### config.mk
export PLATFORM = sky130hd
export DESIGN_NAME = bmx_bus_matrix
export DESIGN_NICKNAME = d
export VERILOG_FILES = /design/src/core/bmx_pkg.sv /design/src/core/bmx_bus_matrix.sv /design/src/core/bmx_decode.sv
export SDC_FILE = /design/constraint.sdc
export NUM_CORES = 2
export LEC_CHECK = 0
export BUFFER_PORTS_ARGS = -buffer_cell sky130_fd_sc_hd__clkbuf_2
export CAP_MARGIN = 40
export CELL_PAD_IN_SITES_DETAIL_PLACEMENT = 1
export CELL_PAD_IN_SITES_GLOBAL_PLACEMENT = 1
export CORE_AREA = 2 2 566 568
export DETAILED_ROUTE_END_ITERATION = 12
export DIE_AREA = 0 0 568 570
export PLACE_DENSITY = 0.48
export SETUP_SLACK_MARGIN = 0.15
export SYNTH_ARGS = -nofsm -noshare
export SYNTH_HDL_FRONTEND = slang
export SYNTH_SLANG_ARGS = --single-unit
### constraint.sdc
create_clock -name i_clk -period 9 [get_ports i_clk]
set_input_delay 0.9 -clock i_clk [delete_from_list [all_inputs] [get_ports i_clk]]
set_output_delay 0.9 -clock i_clk [all_outputs]
set_load 0.05 [all_outputs]
### src/core/bmx_pkg.sv
// Constants, types and the address map shared by the bus matrix files
package bmx_pkg;

    localparam int NUM_INIT = 3;
    localparam int NUM_PORT = 10;
    localparam int NUM_IRQ  = 32;
    localparam int MAP_LEN  = 40;

    // Initiator numbers, equal to the slave port number
    localparam logic [1:0] INIT_DMA  = 2'h0;
    localparam logic [1:0] INIT_USB  = 2'h1;
    localparam logic [1:0] INIT_CORE = 2'h2;

    localparam logic [3:0] PORT_NONE = 4'hf;

    // Transfer size codes
    localparam logic [1:0] SIZE_BYTE = 2'h0;
    localparam logic [1:0] SIZE_HALF = 2'h1;
    localparam logic [1:0] SIZE_WORD = 2'h2;

    // Allow masks, one bit per initiator
    localparam logic [2:0] ALLOW_NONE = 3'h0;
    localparam logic [2:0] ALLOW_DMA  = 3'h1;
    localparam logic [2:0] ALLOW_ALL  = 3'h7;
    localparam logic [2:0] ALLOW_CORE = 3'h4;
    localparam logic [2:0] ALLOW_DC   = 3'h5;

    // Boot mode masks of a map entry
    localparam logic [1:0] MODE_CHIP = 2'h1;
    localparam logic [1:0] MODE_BOOT = 2'h2;
    localparam logic [1:0] MODE_BOTH = 2'h3;

    // Bit-band alias windows and their targets
    localparam logic [6:0]  BB_SRAM_TAG  = 7'h11;
    localparam logic [6:0]  BB_PERI_TAG  = 7'h21;
    localparam logic [31:0] BB_SRAM_BASE = 32'h2000_0000;
    localparam logic [31:0] BB_PERI_BASE = 32'h4000_0000;

    // Always-on register block window
    localparam logic [31:0] AO_BASE = 32'h4003_8000;
    localparam logic [31:0] AO_END  = 32'h4003_8c00;

    // Boot strap synchroniser depth
    localparam int SYNC_STAGES = 2;

    typedef struct packed {
        logic [31:0] start;
        logic [3:0]  port;
        logic [2:0]  allow;
        logic [1:0]  modes;
    } bmx_entry_t;

    // Sorted by start; the last entry of the current boot mode at or below an address wins
    localparam bmx_entry_t BMX_MAP [MAP_LEN] = '{
        '{32'h0000_0000, 4'h0,      ALLOW_ALL,  MODE_CHIP},
        '{32'h0000_0000, 4'h3,      ALLOW_CORE, MODE_BOOT},
        '{32'h0000_1000, PORT_NONE, ALLOW_NONE, MODE_BOOT},
        '{32'h0002_0000, PORT_NONE, ALLOW_NONE, MODE_CHIP},
        '{32'h2000_0000, 4'h1,      ALLOW_ALL,  MODE_BOTH},
        '{32'h2000_2000, 4'h2,      ALLOW_ALL,  MODE_BOTH},
        '{32'h2400_0000, PORT_NONE, ALLOW_NONE, MODE_BOTH},
        '{32'h3f80_0000, 4'h0,      ALLOW_DC,   MODE_BOOT},
        '{32'h3f82_0000, PORT_NONE, ALLOW_NONE, MODE_BOOT},
        '{32'h4000_0000, PORT_NONE, ALLOW_NONE, MODE_BOTH},
        '{32'h4000_8000, 4'h8,      ALLOW_CORE, MODE_BOTH},
        '{32'h4000_9000, PORT_NONE, ALLOW_NONE, MODE_BOTH},
        '{32'h4003_8000, 4'h9,      ALLOW_CORE, MODE_BOTH},
        '{32'h4003_8c00, PORT_NONE, ALLOW_NONE, MODE_BOTH},
        '{32'h4004_c000, 4'h4,      ALLOW_CORE, MODE_BOTH},
        '{32'h4005_8000, 4'h4,      ALLOW_DC,   MODE_BOTH},
        '{32'h4008_d000, 4'h5,      ALLOW_DC,   MODE_BOTH},
        '{32'h4009_8000, 4'h5,      ALLOW_DC,   MODE_BOTH},
        '{32'h4009_9000, PORT_NONE, ALLOW_NONE, MODE_BOTH},
        '{32'h400a_0000, 4'h4,      ALLOW_ALL,  MODE_BOTH},
        '{32'h400a_1000, PORT_NONE, ALLOW_NONE, MODE_BOTH},
        '{32'h400c_0000, 4'h6,      ALLOW_CORE, MODE_BOTH},
        '{32'h400c_0800, PORT_NONE, ALLOW_NONE, MODE_BOTH},
        '{32'h400c_4000, 4'h6,      ALLOW_CORE, MODE_BOTH},
        '{32'h400c_4800, PORT_NONE, ALLOW_NONE, MODE_BOTH},
        '{32'h400e_1000, 4'h7,      ALLOW_CORE, MODE_BOTH},
        '{32'h400e_1500, PORT_NONE, ALLOW_NONE, MODE_BOTH},
        '{32'h400f_2000, 4'h7,      ALLOW_CORE, MODE_BOTH},
        '{32'h400f_2100, PORT_NONE, ALLOW_NONE, MODE_BOTH},
        '{32'h400f_3000, 4'h7,      ALLOW_CORE, MODE_BOTH},
        '{32'h400f_3600, PORT_NONE, ALLOW_NONE, MODE_BOTH},
        '{32'h400f_4000, 4'h7,      ALLOW_CORE, MODE_BOTH},
        '{32'h400f_4e00, 4'h7,      ALLOW_DC,   MODE_BOTH},
        '{32'h400f_5000, PORT_NONE, ALLOW_NONE, MODE_BOTH},
        '{32'h400f_c000, 4'h7,      ALLOW_CORE, MODE_BOTH},
        '{32'h400f_c100, PORT_NONE, ALLOW_NONE, MODE_BOTH},
        '{32'h41ff_ff00, 4'h7,      ALLOW_CORE, MODE_BOTH},
        '{32'h4400_0000, PORT_NONE, ALLOW_NONE, MODE_BOTH},
        '{32'he000_0000, PORT_NONE, ALLOW_NONE, MODE_BOTH},
        '{32'hffff_ffff, PORT_NONE, ALLOW_NONE, MODE_BOTH}
    };

endpackage

### src/core/bmx_bus_matrix.sv
// Bus matrix: three initiators, ten target ports, access table and arbitration
`timescale 1ns/10ps

// Operation
// Three initiators: slave port 0 dma, 1 usb device, 2 processor core.
// Same-port requests in one cycle go to the lowest slave port number.
// Access to a faulting range for that initiator is refused as a fault.
// Single-chip map: flash on M0, RAM0 on M1, RAM1 on M2, faults between.
// Single-boot map: boot mirror on M3 core only, flash mirror on M0.
// Peripherals: core all, dma selected timers/serial/i2c/flash iface, usb only i2c.
// Peripheral ranges route to ports M4 through M9.
// Always-on block takes byte transfers only and no bit-band alias.
// Bit-band aliases cover SRAM and SFR, except the always-on block.
// ROM in code region, RAM in SRAM region, registers in peripheral region.
// Reserved and vendor regions must not be accessed; their answer is undefined.
// The core interrupt controller takes 32 interrupt request lines.
// Requests to different ports proceed in the same cycle independently.
// Boot mode is sampled once after reset and then held.
module bmx_bus_matrix (
    // Clock and reset
    input  wire logic                                        i_clk,
    input  wire logic                                        i_rstn,
    // Boot strap pin
    input  wire logic                                        i_boot_single,
    output logic                                             o_boot_single,
    output logic                                             o_mode_ready,
    // Initiator side
    input  wire logic [bmx_pkg::NUM_INIT-1:0]                i_req,
    input  wire logic [bmx_pkg::NUM_INIT-1:0][31:0]          i_addr,
    input  wire logic [bmx_pkg::NUM_INIT-1:0]                i_write,
    input  wire logic [bmx_pkg::NUM_INIT-1:0][1:0]           i_size,
    input  wire logic [bmx_pkg::NUM_INIT-1:0][31:0]          i_wdata,
    output logic      [bmx_pkg::NUM_INIT-1:0]                o_ack,
    output logic      [bmx_pkg::NUM_INIT-1:0]                o_fault,
    output logic      [bmx_pkg::NUM_INIT-1:0][31:0]          o_rdata,
    // Target side
    output logic      [bmx_pkg::NUM_PORT-1:0]                o_mp_req,
    output logic      [bmx_pkg::NUM_PORT-1:0][31:0]          o_mp_addr,
    output logic      [bmx_pkg::NUM_PORT-1:0]                o_mp_write,
    output logic      [bmx_pkg::NUM_PORT-1:0][1:0]           o_mp_size,
    output logic      [bmx_pkg::NUM_PORT-1:0][31:0]          o_mp_wdata,
    output logic      [bmx_pkg::NUM_PORT-1:0]                o_mp_bitband,
    output logic      [bmx_pkg::NUM_PORT-1:0][2:0]           o_mp_bit,
    output logic      [bmx_pkg::NUM_PORT-1:0][1:0]           o_mp_owner,
    input  wire logic [bmx_pkg::NUM_PORT-1:0][31:0]          i_mp_rdata,
    // Interrupt lines
    input  wire logic [bmx_pkg::NUM_IRQ-1:0]                 i_irq,
    output logic      [bmx_pkg::NUM_IRQ-1:0]                 o_core_irq
);
    import bmx_pkg::*;

    ////////////////////////////////////////////////////////////////////////////
    // Declarations

    logic [SYNC_STAGES-1:0]            boot_sync;
    logic [SYNC_STAGES-1:0]            sync_fill;
    logic [NUM_INIT-1:0][3:0]          dport;
    logic [NUM_INIT-1:0]               dfault;
    logic [NUM_INIT-1:0][31:0]         dtaddr;
    logic [NUM_INIT-1:0]               dbitband;
    logic [NUM_INIT-1:0][2:0]          dbit;
    logic [NUM_INIT-1:0]               pending;
    logic [NUM_INIT-1:0][3:0]          pend_port;
    logic [NUM_INIT-1:0]               blocked;
    logic [NUM_INIT-1:0]               live;
    logic [NUM_INIT-1:0]               cand;
    logic [NUM_INIT-1:0]               granted;
    logic [NUM_PORT-1:0]               win_valid;
    logic [NUM_PORT-1:0][1:0]          win_idx;

    ////////////////////////////////////////////////////////////////////////////
    // Boot mode capture

    // Strap is asynchronous to i_clk, so two stages before the capture
    always_ff @(posedge i_clk or negedge i_rstn) begin
        if (!i_rstn) begin
            boot_sync <= '0;
            sync_fill <= '0;
        end else begin
            boot_sync <= {boot_sync[SYNC_STAGES-2:0], i_boot_single};
            sync_fill <= {sync_fill[SYNC_STAGES-2:0], 1'b1};
        end
    end

    // Captured once; later strap changes cannot reshape the map
    // Waits for the strap to cross both stages, else the reset value of the chain is taken
    always_ff @(posedge i_clk or negedge i_rstn) begin
        if (!i_rstn) begin
            o_mode_ready  <= 1'b0;
            o_boot_single <= 1'b0;
        end else if (!o_mode_ready && sync_fill[SYNC_STAGES-1]) begin
            o_mode_ready  <= 1'b1;
            o_boot_single <= boot_sync[SYNC_STAGES-1];
        end
    end

    ////////////////////////////////////////////////////////////////////////////
    // Decode, one decoder per initiator

    for (genvar gi = 0; gi < NUM_INIT; gi++) begin : g_dec
        bmx_decode u_decode (
            .i_addr        (i_addr[gi]),
            .i_size        (i_size[gi]),
            .i_init        (2'(gi)),
            .i_boot_single (o_boot_single),
            .o_port        (dport[gi]),
            .o_fault       (dfault[gi]),
            .o_taddr       (dtaddr[gi]),
            .o_bitband     (dbitband[gi]),
            .o_bit         (dbit[gi])
        );
    end

    ////////////////////////////////////////////////////////////////////////////
    // Arbitration

    // An initiator is ignored while its transfer or answer is outstanding
    assign blocked = pending | o_ack | o_fault;
    assign live    = i_req & ~blocked & {NUM_INIT{o_mode_ready}};
    assign cand    = live & ~dfault;

    // Each port arbitrates on its own, so disjoint targets never wait
    always_comb begin
        for (int m = 0; m < NUM_PORT; m++) begin
            win_valid[m] = 1'b0;
            win_idx[m]   = 2'h0;
            for (int i = NUM_INIT - 1; i >= 0; i--) begin
                if (cand[i] && (dport[i] == 4'(m))) begin
                    win_valid[m] = 1'b1;
                    win_idx[m]   = 2'(i);
                end
            end
        end
    end

    always_comb begin
        for (int i = 0; i < NUM_INIT; i++) begin
            granted[i] = cand[i] && (win_idx[dport[i]] == 2'(i));
        end
    end

    ////////////////////////////////////////////////////////////////////////////
    // Target port registers

    always_ff @(posedge i_clk or negedge i_rstn) begin
        if (!i_rstn) begin
            o_mp_req     <= '0;
            o_mp_addr    <= '0;
            o_mp_write   <= '0;
            o_mp_size    <= '0;
            o_mp_wdata   <= '0;
            o_mp_bitband <= '0;
            o_mp_bit     <= '0;
            o_mp_owner   <= '0;
        end else begin
            for (int m = 0; m < NUM_PORT; m++) begin
                o_mp_req[m] <= win_valid[m];
                if (win_valid[m]) begin
                    o_mp_addr[m]    <= dtaddr[win_idx[m]];
                    o_mp_write[m]   <= i_write[win_idx[m]];
                    o_mp_size[m]    <= i_size[win_idx[m]];
                    o_mp_wdata[m]   <= i_wdata[win_idx[m]];
                    o_mp_bitband[m] <= dbitband[win_idx[m]];
                    o_mp_bit[m]     <= dbit[win_idx[m]];
                    o_mp_owner[m]   <= win_idx[m];
                end
            end
        end
    end

    ////////////////////////////////////////////////////////////////////////////
    // Outstanding transfer tracking

    always_ff @(posedge i_clk or negedge i_rstn) begin
        if (!i_rstn) begin
            pending   <= '0;
            pend_port <= '0;
        end else begin
            for (int i = 0; i < NUM_INIT; i++) begin
                if (granted[i]) begin
                    pending[i]   <= 1'b1;
                    pend_port[i] <= dport[i];
                end else if (pending[i]) begin
                    pending[i]   <= 1'b0;
                end
            end
        end
    end

    ////////////////////////////////////////////////////////////////////////////
    // Initiator answers

    always_ff @(posedge i_clk or negedge i_rstn) begin
        if (!i_rstn) begin
            o_ack   <= '0;
            o_fault <= '0;
            o_rdata <= '0;
        end else begin
            for (int i = 0; i < NUM_INIT; i++) begin
                o_ack[i]   <= pending[i];
                o_fault[i] <= live[i] && dfault[i];
                if (pending[i]) begin
                    o_rdata[i] <= i_mp_rdata[pend_port[i]];
                end
            end
        end
    end

    ////////////////////////////////////////////////////////////////////////////
    // Interrupt lines to the core

    // Peripherals share i_clk, so one register stage only
    always_ff @(posedge i_clk or negedge i_rstn) begin
        if (!i_rstn) begin
            o_core_irq <= '0;
        end else begin
            o_core_irq <= i_irq;
        end
    end

endmodule // bmx_bus_matrix

### src/core/bmx_decode.sv
// Address decoder for one initiator: bit-band translation, map lookup, fault check
`timescale 1ns/10ps

module bmx_decode (
    // Request
    input  wire logic [31:0] i_addr,
    input  wire logic [1:0]  i_size,
    input  wire logic [1:0]  i_init,
    input  wire logic        i_boot_single,
    // Decode result
    output logic      [3:0]  o_port,
    output logic             o_fault,
    output logic      [31:0] o_taddr,
    output logic             o_bitband,
    output logic      [2:0]  o_bit
);
    import bmx_pkg::*;

    always_comb begin
        bmx_entry_t hit;
        logic       in_ao;
        logic       is_sram_bb;
        logic       mode_ok;
        hit        = '{32'h0000_0000, PORT_NONE, ALLOW_NONE, MODE_BOTH};
        in_ao      = 1'b0;
        mode_ok    = 1'b0;
        is_sram_bb = (i_addr[31:25] == BB_SRAM_TAG);
        o_bitband  = is_sram_bb || (i_addr[31:25] == BB_PERI_TAG);
        o_bit      = i_addr[4:2];
        o_taddr    = i_addr;
        if (o_bitband) begin
            o_taddr = (is_sram_bb ? BB_SRAM_BASE : BB_PERI_BASE) | {12'h000, i_addr[24:5]};
        end
        for (int k = 0; k < MAP_LEN; k++) begin
            mode_ok = i_boot_single ? BMX_MAP[k].modes[1] : BMX_MAP[k].modes[0];
            if (mode_ok && (BMX_MAP[k].start <= o_taddr)) begin
                hit = BMX_MAP[k];
            end
        end
        in_ao   = (o_taddr >= AO_BASE) && (o_taddr < AO_END);
        // Byte-only, no alias in the always-on block: refused rather than corrupted
        o_fault = !hit.allow[i_init] || (hit.port == PORT_NONE)
                  || (in_ao && (o_bitband || (i_size != SIZE_BYTE)));
        o_port  = o_fault ? PORT_NONE : hit.port;
    end

endmodule // bmx_decode

=== Word-level counts from Yosys, hierarchy flattened ===
Cells that the tools add are included.

* Equal/unequal tests: 38
* Mux-type cells: 326
* Reductions and logical operators: 84
* $lt $le $gt $ge: 139
* Bitwise operators: 10

{| class="wikitable"
|+ Operators with widths
! operator !! count
|-
| 31-bit by 32-bit less-or-equal comparator with 1-bit output, first input constant || 87
|-
| 32-bit binary-select mux with 2-bit select || 20
|-
| 9-bit 2-to-1 mux || 120
|-
| 32-bit 2-to-1 mux || 26
|-
| 30-bit by 32-bit less-or-equal comparator with 1-bit output, first input constant || 15
|-
| 32-bit binary-select mux with 4-bit select || 3
|-
| 32-bit less-or-equal comparator, first input constant || 6
|-
| 32-bit by 31-bit >= comparator with 1-bit output, second input constant || 3
|-
| 1-bit by 32-bit less-or-equal comparator with 1-bit output, first input constant || 3
|-
| 13-bit by 32-bit less-or-equal comparator with 1-bit output, first input constant || 3
|-
| 18-bit by 32-bit less-or-equal comparator with 1-bit output, first input constant || 3
|-
| 32-bit by 31-bit < comparator with 1-bit output, second input constant || 3
|-
| 32-bit by 20-bit bitwise OR with 32-bit output || 3
|-
| 31-bit 2-to-1 mux || 3
|-
| 2-bit 2-to-1 mux || 43
|-
| 1-bit logical AND || 61
|-
| 3-bit binary-select mux with 2-bit select || 10
|-
| 1-bit 2-to-1 mux || 55
|-
| 4-bit by 3-bit equality test with 1-bit output, second input constant || 12
|-
| 1-bit binary-select mux with 2-bit select || 20
|-
| 2-bit binary-select mux with 2-bit select || 10
|-
| 4-bit equality test, second input constant || 9
|-
| 2-bit by 3-bit < comparator with 1-bit output, second input constant || 10
|-
| 4-bit by 5-bit < comparator with 1-bit output, second input constant || 6
|-
| other kinds (17) || 63
|}

* Logic and storage cells: 682
* Bits of input ports: 559
* Register bits after elaboration: 895
* Output and inout port bits: 876

=== Longest topological paths before layout ===
* Depth after elaboration: 60
* Mapped depth: 17
* Gate-level depth less buffers: 12

=== Modules after synthesis ===
A second synthesis with hierarchy kept.

* Cells, all modules: 6813
* Area total of the unflattened synthesis: 59615.9 sq um

{| class="wikitable"
|+ By module, submodules not included
! module !! cells each !! instances !! sequential area each (sq um) !! area each (sq um)
|-
| bmx_bus_matrix || 5793 || 1 || 22396.5 || 53725.3
|-
| bmx_decode (g_dec[2].u_decode) || 370 || 1 || 0.0 || 2063.2
|-
| bmx_decode (g_dec[1].u_decode) || 326 || 1 || 0.0 || 1980.6
|-
| bmx_decode (g_dec[0].u_decode) || 324 || 1 || 0.0 || 1846.8
|}

=== Worst setup path after synthesis ===
OpenSTA, ideal clock, no wires.

* Path type: input port to flip-flop
* Start: in i_addr[61] (netlist name)
* End: reg o_mp_wdata[135] (netlist name)
* Cell stages on the path: 15
* Setup slack: 4707 ps
* Arrival: 4175 ps
* Library setup time: 118 ps
* Data required time: 8882 ps
* Path buffers: 5
* Cell sequence: buf_2 -> xor2_1 -> and3_1 -> clkbuf_1 -> mux2_2 -> nor3b_1 -> or4_1 -> or2_2 -> clkbuf_1 -> a31oi_1 -> buf_2 -> buf_4 -> mux2i_1 -> a211oi_1 -> a21o_1

* Word-level cells in the longest chain between the ends: 56
* Elaborated cells on any way between the ends: 111
* Classes of those cells: 41 x order compare; 4 x eq/ne; 49 x mux; 3 x bitwise; 14 x reduce/logical

{| class="wikitable"
|+ Ends and longest elaborated chain
! what !! RTL line !! text
|-
| from (decl) || bmx_bus_matrix.sv:29 || <nowiki>input wire logic [bmx_pkg::NUM_INIT-1:0][31:0] i_addr,</nowiki>
|-
| 7-bit by 5-bit equality test with 1-bit output || bmx_decode.sv:27 || <nowiki>is_sram_bb = (i_addr[31:25] == BB_SRAM_TAG);</nowiki>
|-
| 31-bit 2-to-1 mux || bmx_decode.sv:32 || <nowiki>o_taddr = (is_sram_bb ? BB_SRAM_BASE : BB_PERI_BASE) | {12'h000, i_addr[24:5]};</nowiki>
|-
| 32-bit by 20-bit bitwise OR with 32-bit output || bmx_decode.sv:32 ||
|-
| 32-bit 2-to-1 mux || bmx_decode.sv:31 || <nowiki>if (o_bitband) begin</nowiki>
|-
| 1-bit by 32-bit less-or-equal comparator with 1-bit output || bmx_decode.sv:36 || <nowiki>if (mode_ok && (BMX_MAP[k].start <= o_taddr)) begin</nowiki>
|-
| 1-bit logical AND || bmx_decode.sv:36 ||
|-
| 9-bit 2-to-1 mux (40 in a row) || bmx_decode.sv:36 ||
|-
| 4-bit equality test or 1-bit zero test (tied branches) || bmx_decode.sv:42 || <nowiki>o_fault = !hit.allow[i_init] || (hit.port == PORT_NONE)</nowiki>
|-
| 1-bit logical OR || bmx_decode.sv:42 ||
|-
| 1-bit logical OR || bmx_decode.sv:43 || <nowiki>|| (in_ao && (o_bitband || (i_size != SIZE_BYTE)));</nowiki>
|-
| 4-bit 2-to-1 mux or 3-bit inverter (tied branches) || bmx_decode.sv:44, bmx_bus_matrix.sv:120 ||
|-
| 4-bit by 3-bit equality test with 1-bit output or 3-bit AND (tied branches) || bmx_bus_matrix.sv:128, bmx_bus_matrix.sv:120 ||
|-
| 1-bit logical AND * || bmx_bus_matrix.sv:128 || <nowiki>if (cand[i] && (dport[i] == 4'(m))) begin</nowiki>
|-
| 2-bit 2-to-1 mux (2 in a row) || bmx_bus_matrix.sv:128 ||
|-
| 32-bit binary-select mux with 2-bit select || bmx_bus_matrix.sv:162 || <nowiki>o_mp_wdata[m] <= i_wdata[win_idx[m]];</nowiki>
|-
| 32-bit 2-to-1 mux (not written as such) || bmx_bus_matrix.sv:162 ||
|-
| to (signal, indexed assignment) || bmx_bus_matrix.sv:162 ||
|-
| to (decl) || bmx_bus_matrix.sv:41 || <nowiki>output logic [bmx_pkg::NUM_PORT-1:0][31:0] o_mp_wdata,</nowiki>
|}

Mark *: on every way between the ends. The rest lies on a longest branch, timed or not. The select of a mux whose other input is x is not followed.
A chain may end at the register's enable or synchronous reset.

=== Worst setup path after layout ===
* Start: in i_addr[29] (netlist name)
* End: reg o_mp_wdata[57] (netlist name)

* Word-level cells in the longest chain between the ends: 55
* Elaborated cells on any way between the ends: 109
* Classes of those cells: 41 x order compare; 4 x eq/ne; 47 x mux; 3 x bitwise; 14 x reduce/logical

{| class="wikitable"
|+ Ends and longest elaborated chain
! what !! RTL line
|-
| 7-bit by 5-bit equality test with 1-bit output || bmx_decode.sv:27
|-
| 31-bit 2-to-1 mux || bmx_decode.sv:32
|-
| 32-bit by 20-bit bitwise OR with 32-bit output || bmx_decode.sv:32
|-
| 32-bit 2-to-1 mux || bmx_decode.sv:31
|-
| 1-bit by 32-bit less-or-equal comparator with 1-bit output || bmx_decode.sv:36
|-
| 1-bit logical AND || bmx_decode.sv:36
|-
| 9-bit 2-to-1 mux (40 in a row) || bmx_decode.sv:36
|-
| 4-bit equality test or 1-bit zero test (tied branches) || bmx_decode.sv:42
|-
| 1-bit logical OR || bmx_decode.sv:42
|-
| 1-bit logical OR || bmx_decode.sv:43
|-
| 4-bit 2-to-1 mux or 3-bit inverter (tied branches) || bmx_decode.sv:44, bmx_bus_matrix.sv:120
|-
| 4-bit by 1-bit equality test with 1-bit output or 3-bit AND (tied branches) || bmx_bus_matrix.sv:128, bmx_bus_matrix.sv:120
|-
| 1-bit logical AND * || bmx_bus_matrix.sv:128
|-
| 2-bit 2-to-1 mux || bmx_bus_matrix.sv:128
|-
| 32-bit binary-select mux with 2-bit select || bmx_bus_matrix.sv:162
|-
| 32-bit 2-to-1 mux (not written as such) || bmx_bus_matrix.sv:162
|}

Marked as above.

==> run summary <==
clk_skew = 0.0862 ns
Worst Hold Class = in -> async
fin area = 0.0650 mm^2
Post-CTS Resized = 0
DRT Wirelength = 341000 um
Distinct cells, synth = 81
CP Buf/Inv Count = 4
Nets = 6489
GP Congestion = 0.921
Crit path top cell by count = buf_4
Placed Area = 0.0608 mm^2
Mapped Nets = 5231
CP max-delay cell = o21ai_0
CTS Buf Count = 121
row count = 207
worst reg2reg path endpoint = o_mp_wdata[236]
Worst path top cell family by delay = buffers and inverters
P per Cell Area = 317 mW/mm^2
DR iter-0 viols = 3046
Die Wd = 568 um
Setup Fix Bufs, Post-CTS = 0
Area Overhead vs Synth = 34.8%
EDFF count, synth = 0
H-tree levels = 3
CTS Sinks = 895
initial antenna violation count = 108
Worst R2R Setup Slack = 4.42 ns
Mapped Cells = 4672
Fillers = 36800
final core utilization = 20.5%
Worst Path Arrival = 6.24 ns
Synth Cell Area = 0.0482 mm^2
global-route wire length before repair = 453000 um
pin count of the biggest net entering global routing = 145
Synth Register Bits = 895
ranking of synthesized cells by area = dfrtp_1 (46%), mux4_2 (9.0%), mux2i_1 (5.6%), mux2_2 (5.1%), nand2_1 (4.5%)
DIE HEIGHT = 570 um
R2R cell count = 11
share of post-route cells with drive strength above 1 = 38.4%
Final period util = 60.3%
number of global-route vias before repair = 48200
Routed Antenna Nets = 0
Startpoint Class = primary input
Setup violations, final = 0
CP Cell Sequence = clkbuf_2 > xor2_1 > nand3_2 > mux2i_1 > a211oi_1 > o21ai_0 > a21oi_1 > buf_4 > o31a_1 > nand4_1 > buf_4 > buf_4 > nor2_1 > a211oi_1 > a21o_1
vias post-DR = 46000
Main synth FF type = dfrtp_1
DRC violations left = 0
peak supply drop = 0.180 mV
GRT Total Usage = 20.4%
critical path's largest stage delay = 0.75 ns
Yosys top cell by area = dfrtp_1
Final min period = 5.43 ns
sequential area share after synthesis = 46.4%
Post-synth ARST share = 100%
outcome = finished clean
total grt overflow = 0
DIE AREA = 0.324 mm^2
Worst EP required = 9.81 ns
R2R Path Start = o_boot_single
synthesis warning total = 0
Longest Clk Path Bufs = 4
CP Class = in -> reg
crit end category = flip-flop
synthesized area per cell = 10.3 um^2
Slew HR = 35.4%
final count of hold timing violations = 0
Starting Density = 15.2%
RSZ-0062 raised after global routing = false
worst-path maximum fanout = 57
Core ar. = 0.317 mm^2
Lkg Pwr = 0.0298 uW
setup slack at placement = 2.65 ns
DP HPWL = 261000 um
final worst slack = 3.57 ns
drt wl/cell = 33.2 um
Reg clk slew, reported paths = 0.06 ns
Clock Latency Late Sink = 0.89 ns
Yosys top cell area share = 46.4%
max-slew violations = 0
Hold-fix buffers, CTS = 0
setup total negative slack = 0 ns
root buf cell = clkbuf_16
maximum clock rate = 184 MHz
Ports = 1435
max-cap viol count = 0
I/O Buffers = 1434
drt first pass iters = 7
worst-margin pin slew = 0.970 ns
CTS tree = yes
worst hold slack = 0.0757 ns
vias per cell = 4.48
[per-layer routing]
layer,up-vias,part of all wire [%],global-route usage [%]
met4,44,6.5,11.5
met1,23900,35,20.8
li1,19600,-,-
met5,-,0.089,0
met2,1887,52,37.2
met3,555,7.1,5.61
[synthesized netlist by cell type (all sizes together) (19+ instances only)]
cell type and instances:
o21ai 180, o211ai 85, and2 83, o21a 19
nor3 39, or2 26, buf 120, nor2 429
a22oi 124, clkbuf 328, a211oi 113, and3 60
mux2 220, dfrtp 895, a31oi 63, inv 21
a21oi 266, nand3 67, mux4 193, nand2 577
nand4 21, mux2i 271, nor4 19, nor2b 74
a2bb2oi 97, a21o 105
[layout by cell type, fill, tap and decap left out, types with 23 or more instances in the layout]
cell	netlist	final
clkbuf_2	0	1433
dfrtp_1	895	885
nand2_1	577	576
nor2_1	429	422
a21oi_1	266	263
mux2i_1	270	252
mux2_2	220	220
mux4_2	193	193
o21ai_0	164	164
a22oi_1	124	124
clkbuf_16	0	121
buf_4	15	112
a211oi_1	112	111
a21o_1	105	105
a2bb2oi_1	97	97
o211ai_1	85	85
and2_1	83	83
nor2b_1	74	70
nand3_1	67	64
a31oi_1	63	62
and3_1	60	59
diode_2	0	50
nor3_1	32	29
clkinv_2	0	28
or2_2	26	25
clkbuf_8	0	23
[power by group]
part	internal, uW	switching (uW)
combinational	2410	7250
sequential	5070	768
clock	2950	2160
total	10400	10200
[cells by family after synthesis]
family          share of synthesized area, %
mux                                     19.8
compound gates                          15.8
buf+inv                                 3.96
flops                                   46.4
other cells                          0.00777
simple gates                            13.9
xor+xnor                              0.0908
[worst max-delay path by stage]
stage | from | cells after the start | slack [ns] | to
final | i_addr[29] | 15 | 3.57 | o_mp_wdata[57]
after global routing | i_addr[29] | 15 | 3.09 | o_mp_wdata[57]
after CTS | i_addr[29] | 16 | 3.60 | o_mp_wdata[57]
after detailed placement | i_addr[92] | 12 | 2.65 | o_mp_wdata[271]
after global placement | i_addr[26] | 15 | 2.29 | o_mp_wdata[47]
after floorplan | i_addr[61] | 15 | 4.71 | o_mp_wdata[135]
[worst register-to-register path: stages (launching register included)]
cell	delay, ns
dfrtp_1	0.43
buf_4	0.24
inv_1	0.41
o21ai_0	0.21
o21ai_0	0.20
a32oi_1	0.16
o221ai_1	0.55
nor3b_2	0.27
buf_4	0.27
and3_4	0.64
buf_4	0.79
o21ai_0	0.32
[cell type report]
cell class,count,area (um^2),area share (%)
multi-input combinational,3304,24300,37.4
sequential,895,22400,34.5
clock buffer,161,3410,5.24
tap,4180,5230,8.04
inverter,25,95.1,0.146
antenna,50,125,0.192
timing repair buffer,1583,8760,13.5
clock inverter,60,679,1.04
[sequential cells by signal, summed over array words and instances (netlist names)]
name	count
o_mp_addr	320
o_ack	3
boot_sync	2
o_mp_wdata	320
o_fault	3
pending	3
o_mp_bitband	10
o_mode_ready	1
o_mp_owner	20
o_boot_single	1
o_rdata	96
o_mp_write	10
o_core_irq	32
o_mp_size	20
o_mp_bit	30
sync_fill	2
pend_port	12
o_mp_req	10
[through the flow]
stage | power, uW | instances
3_3_place_gp | 15600 | 9957
2_1_floorplan | 11900 | 4672
4_1_cts | 21000 | 10200
6_report | 20600 | 10300
5_1_grt | 21400 | 10200
3_5_place_dp | 15700 | 9986
No activity file was read; power rests on OpenSTA's default activity.
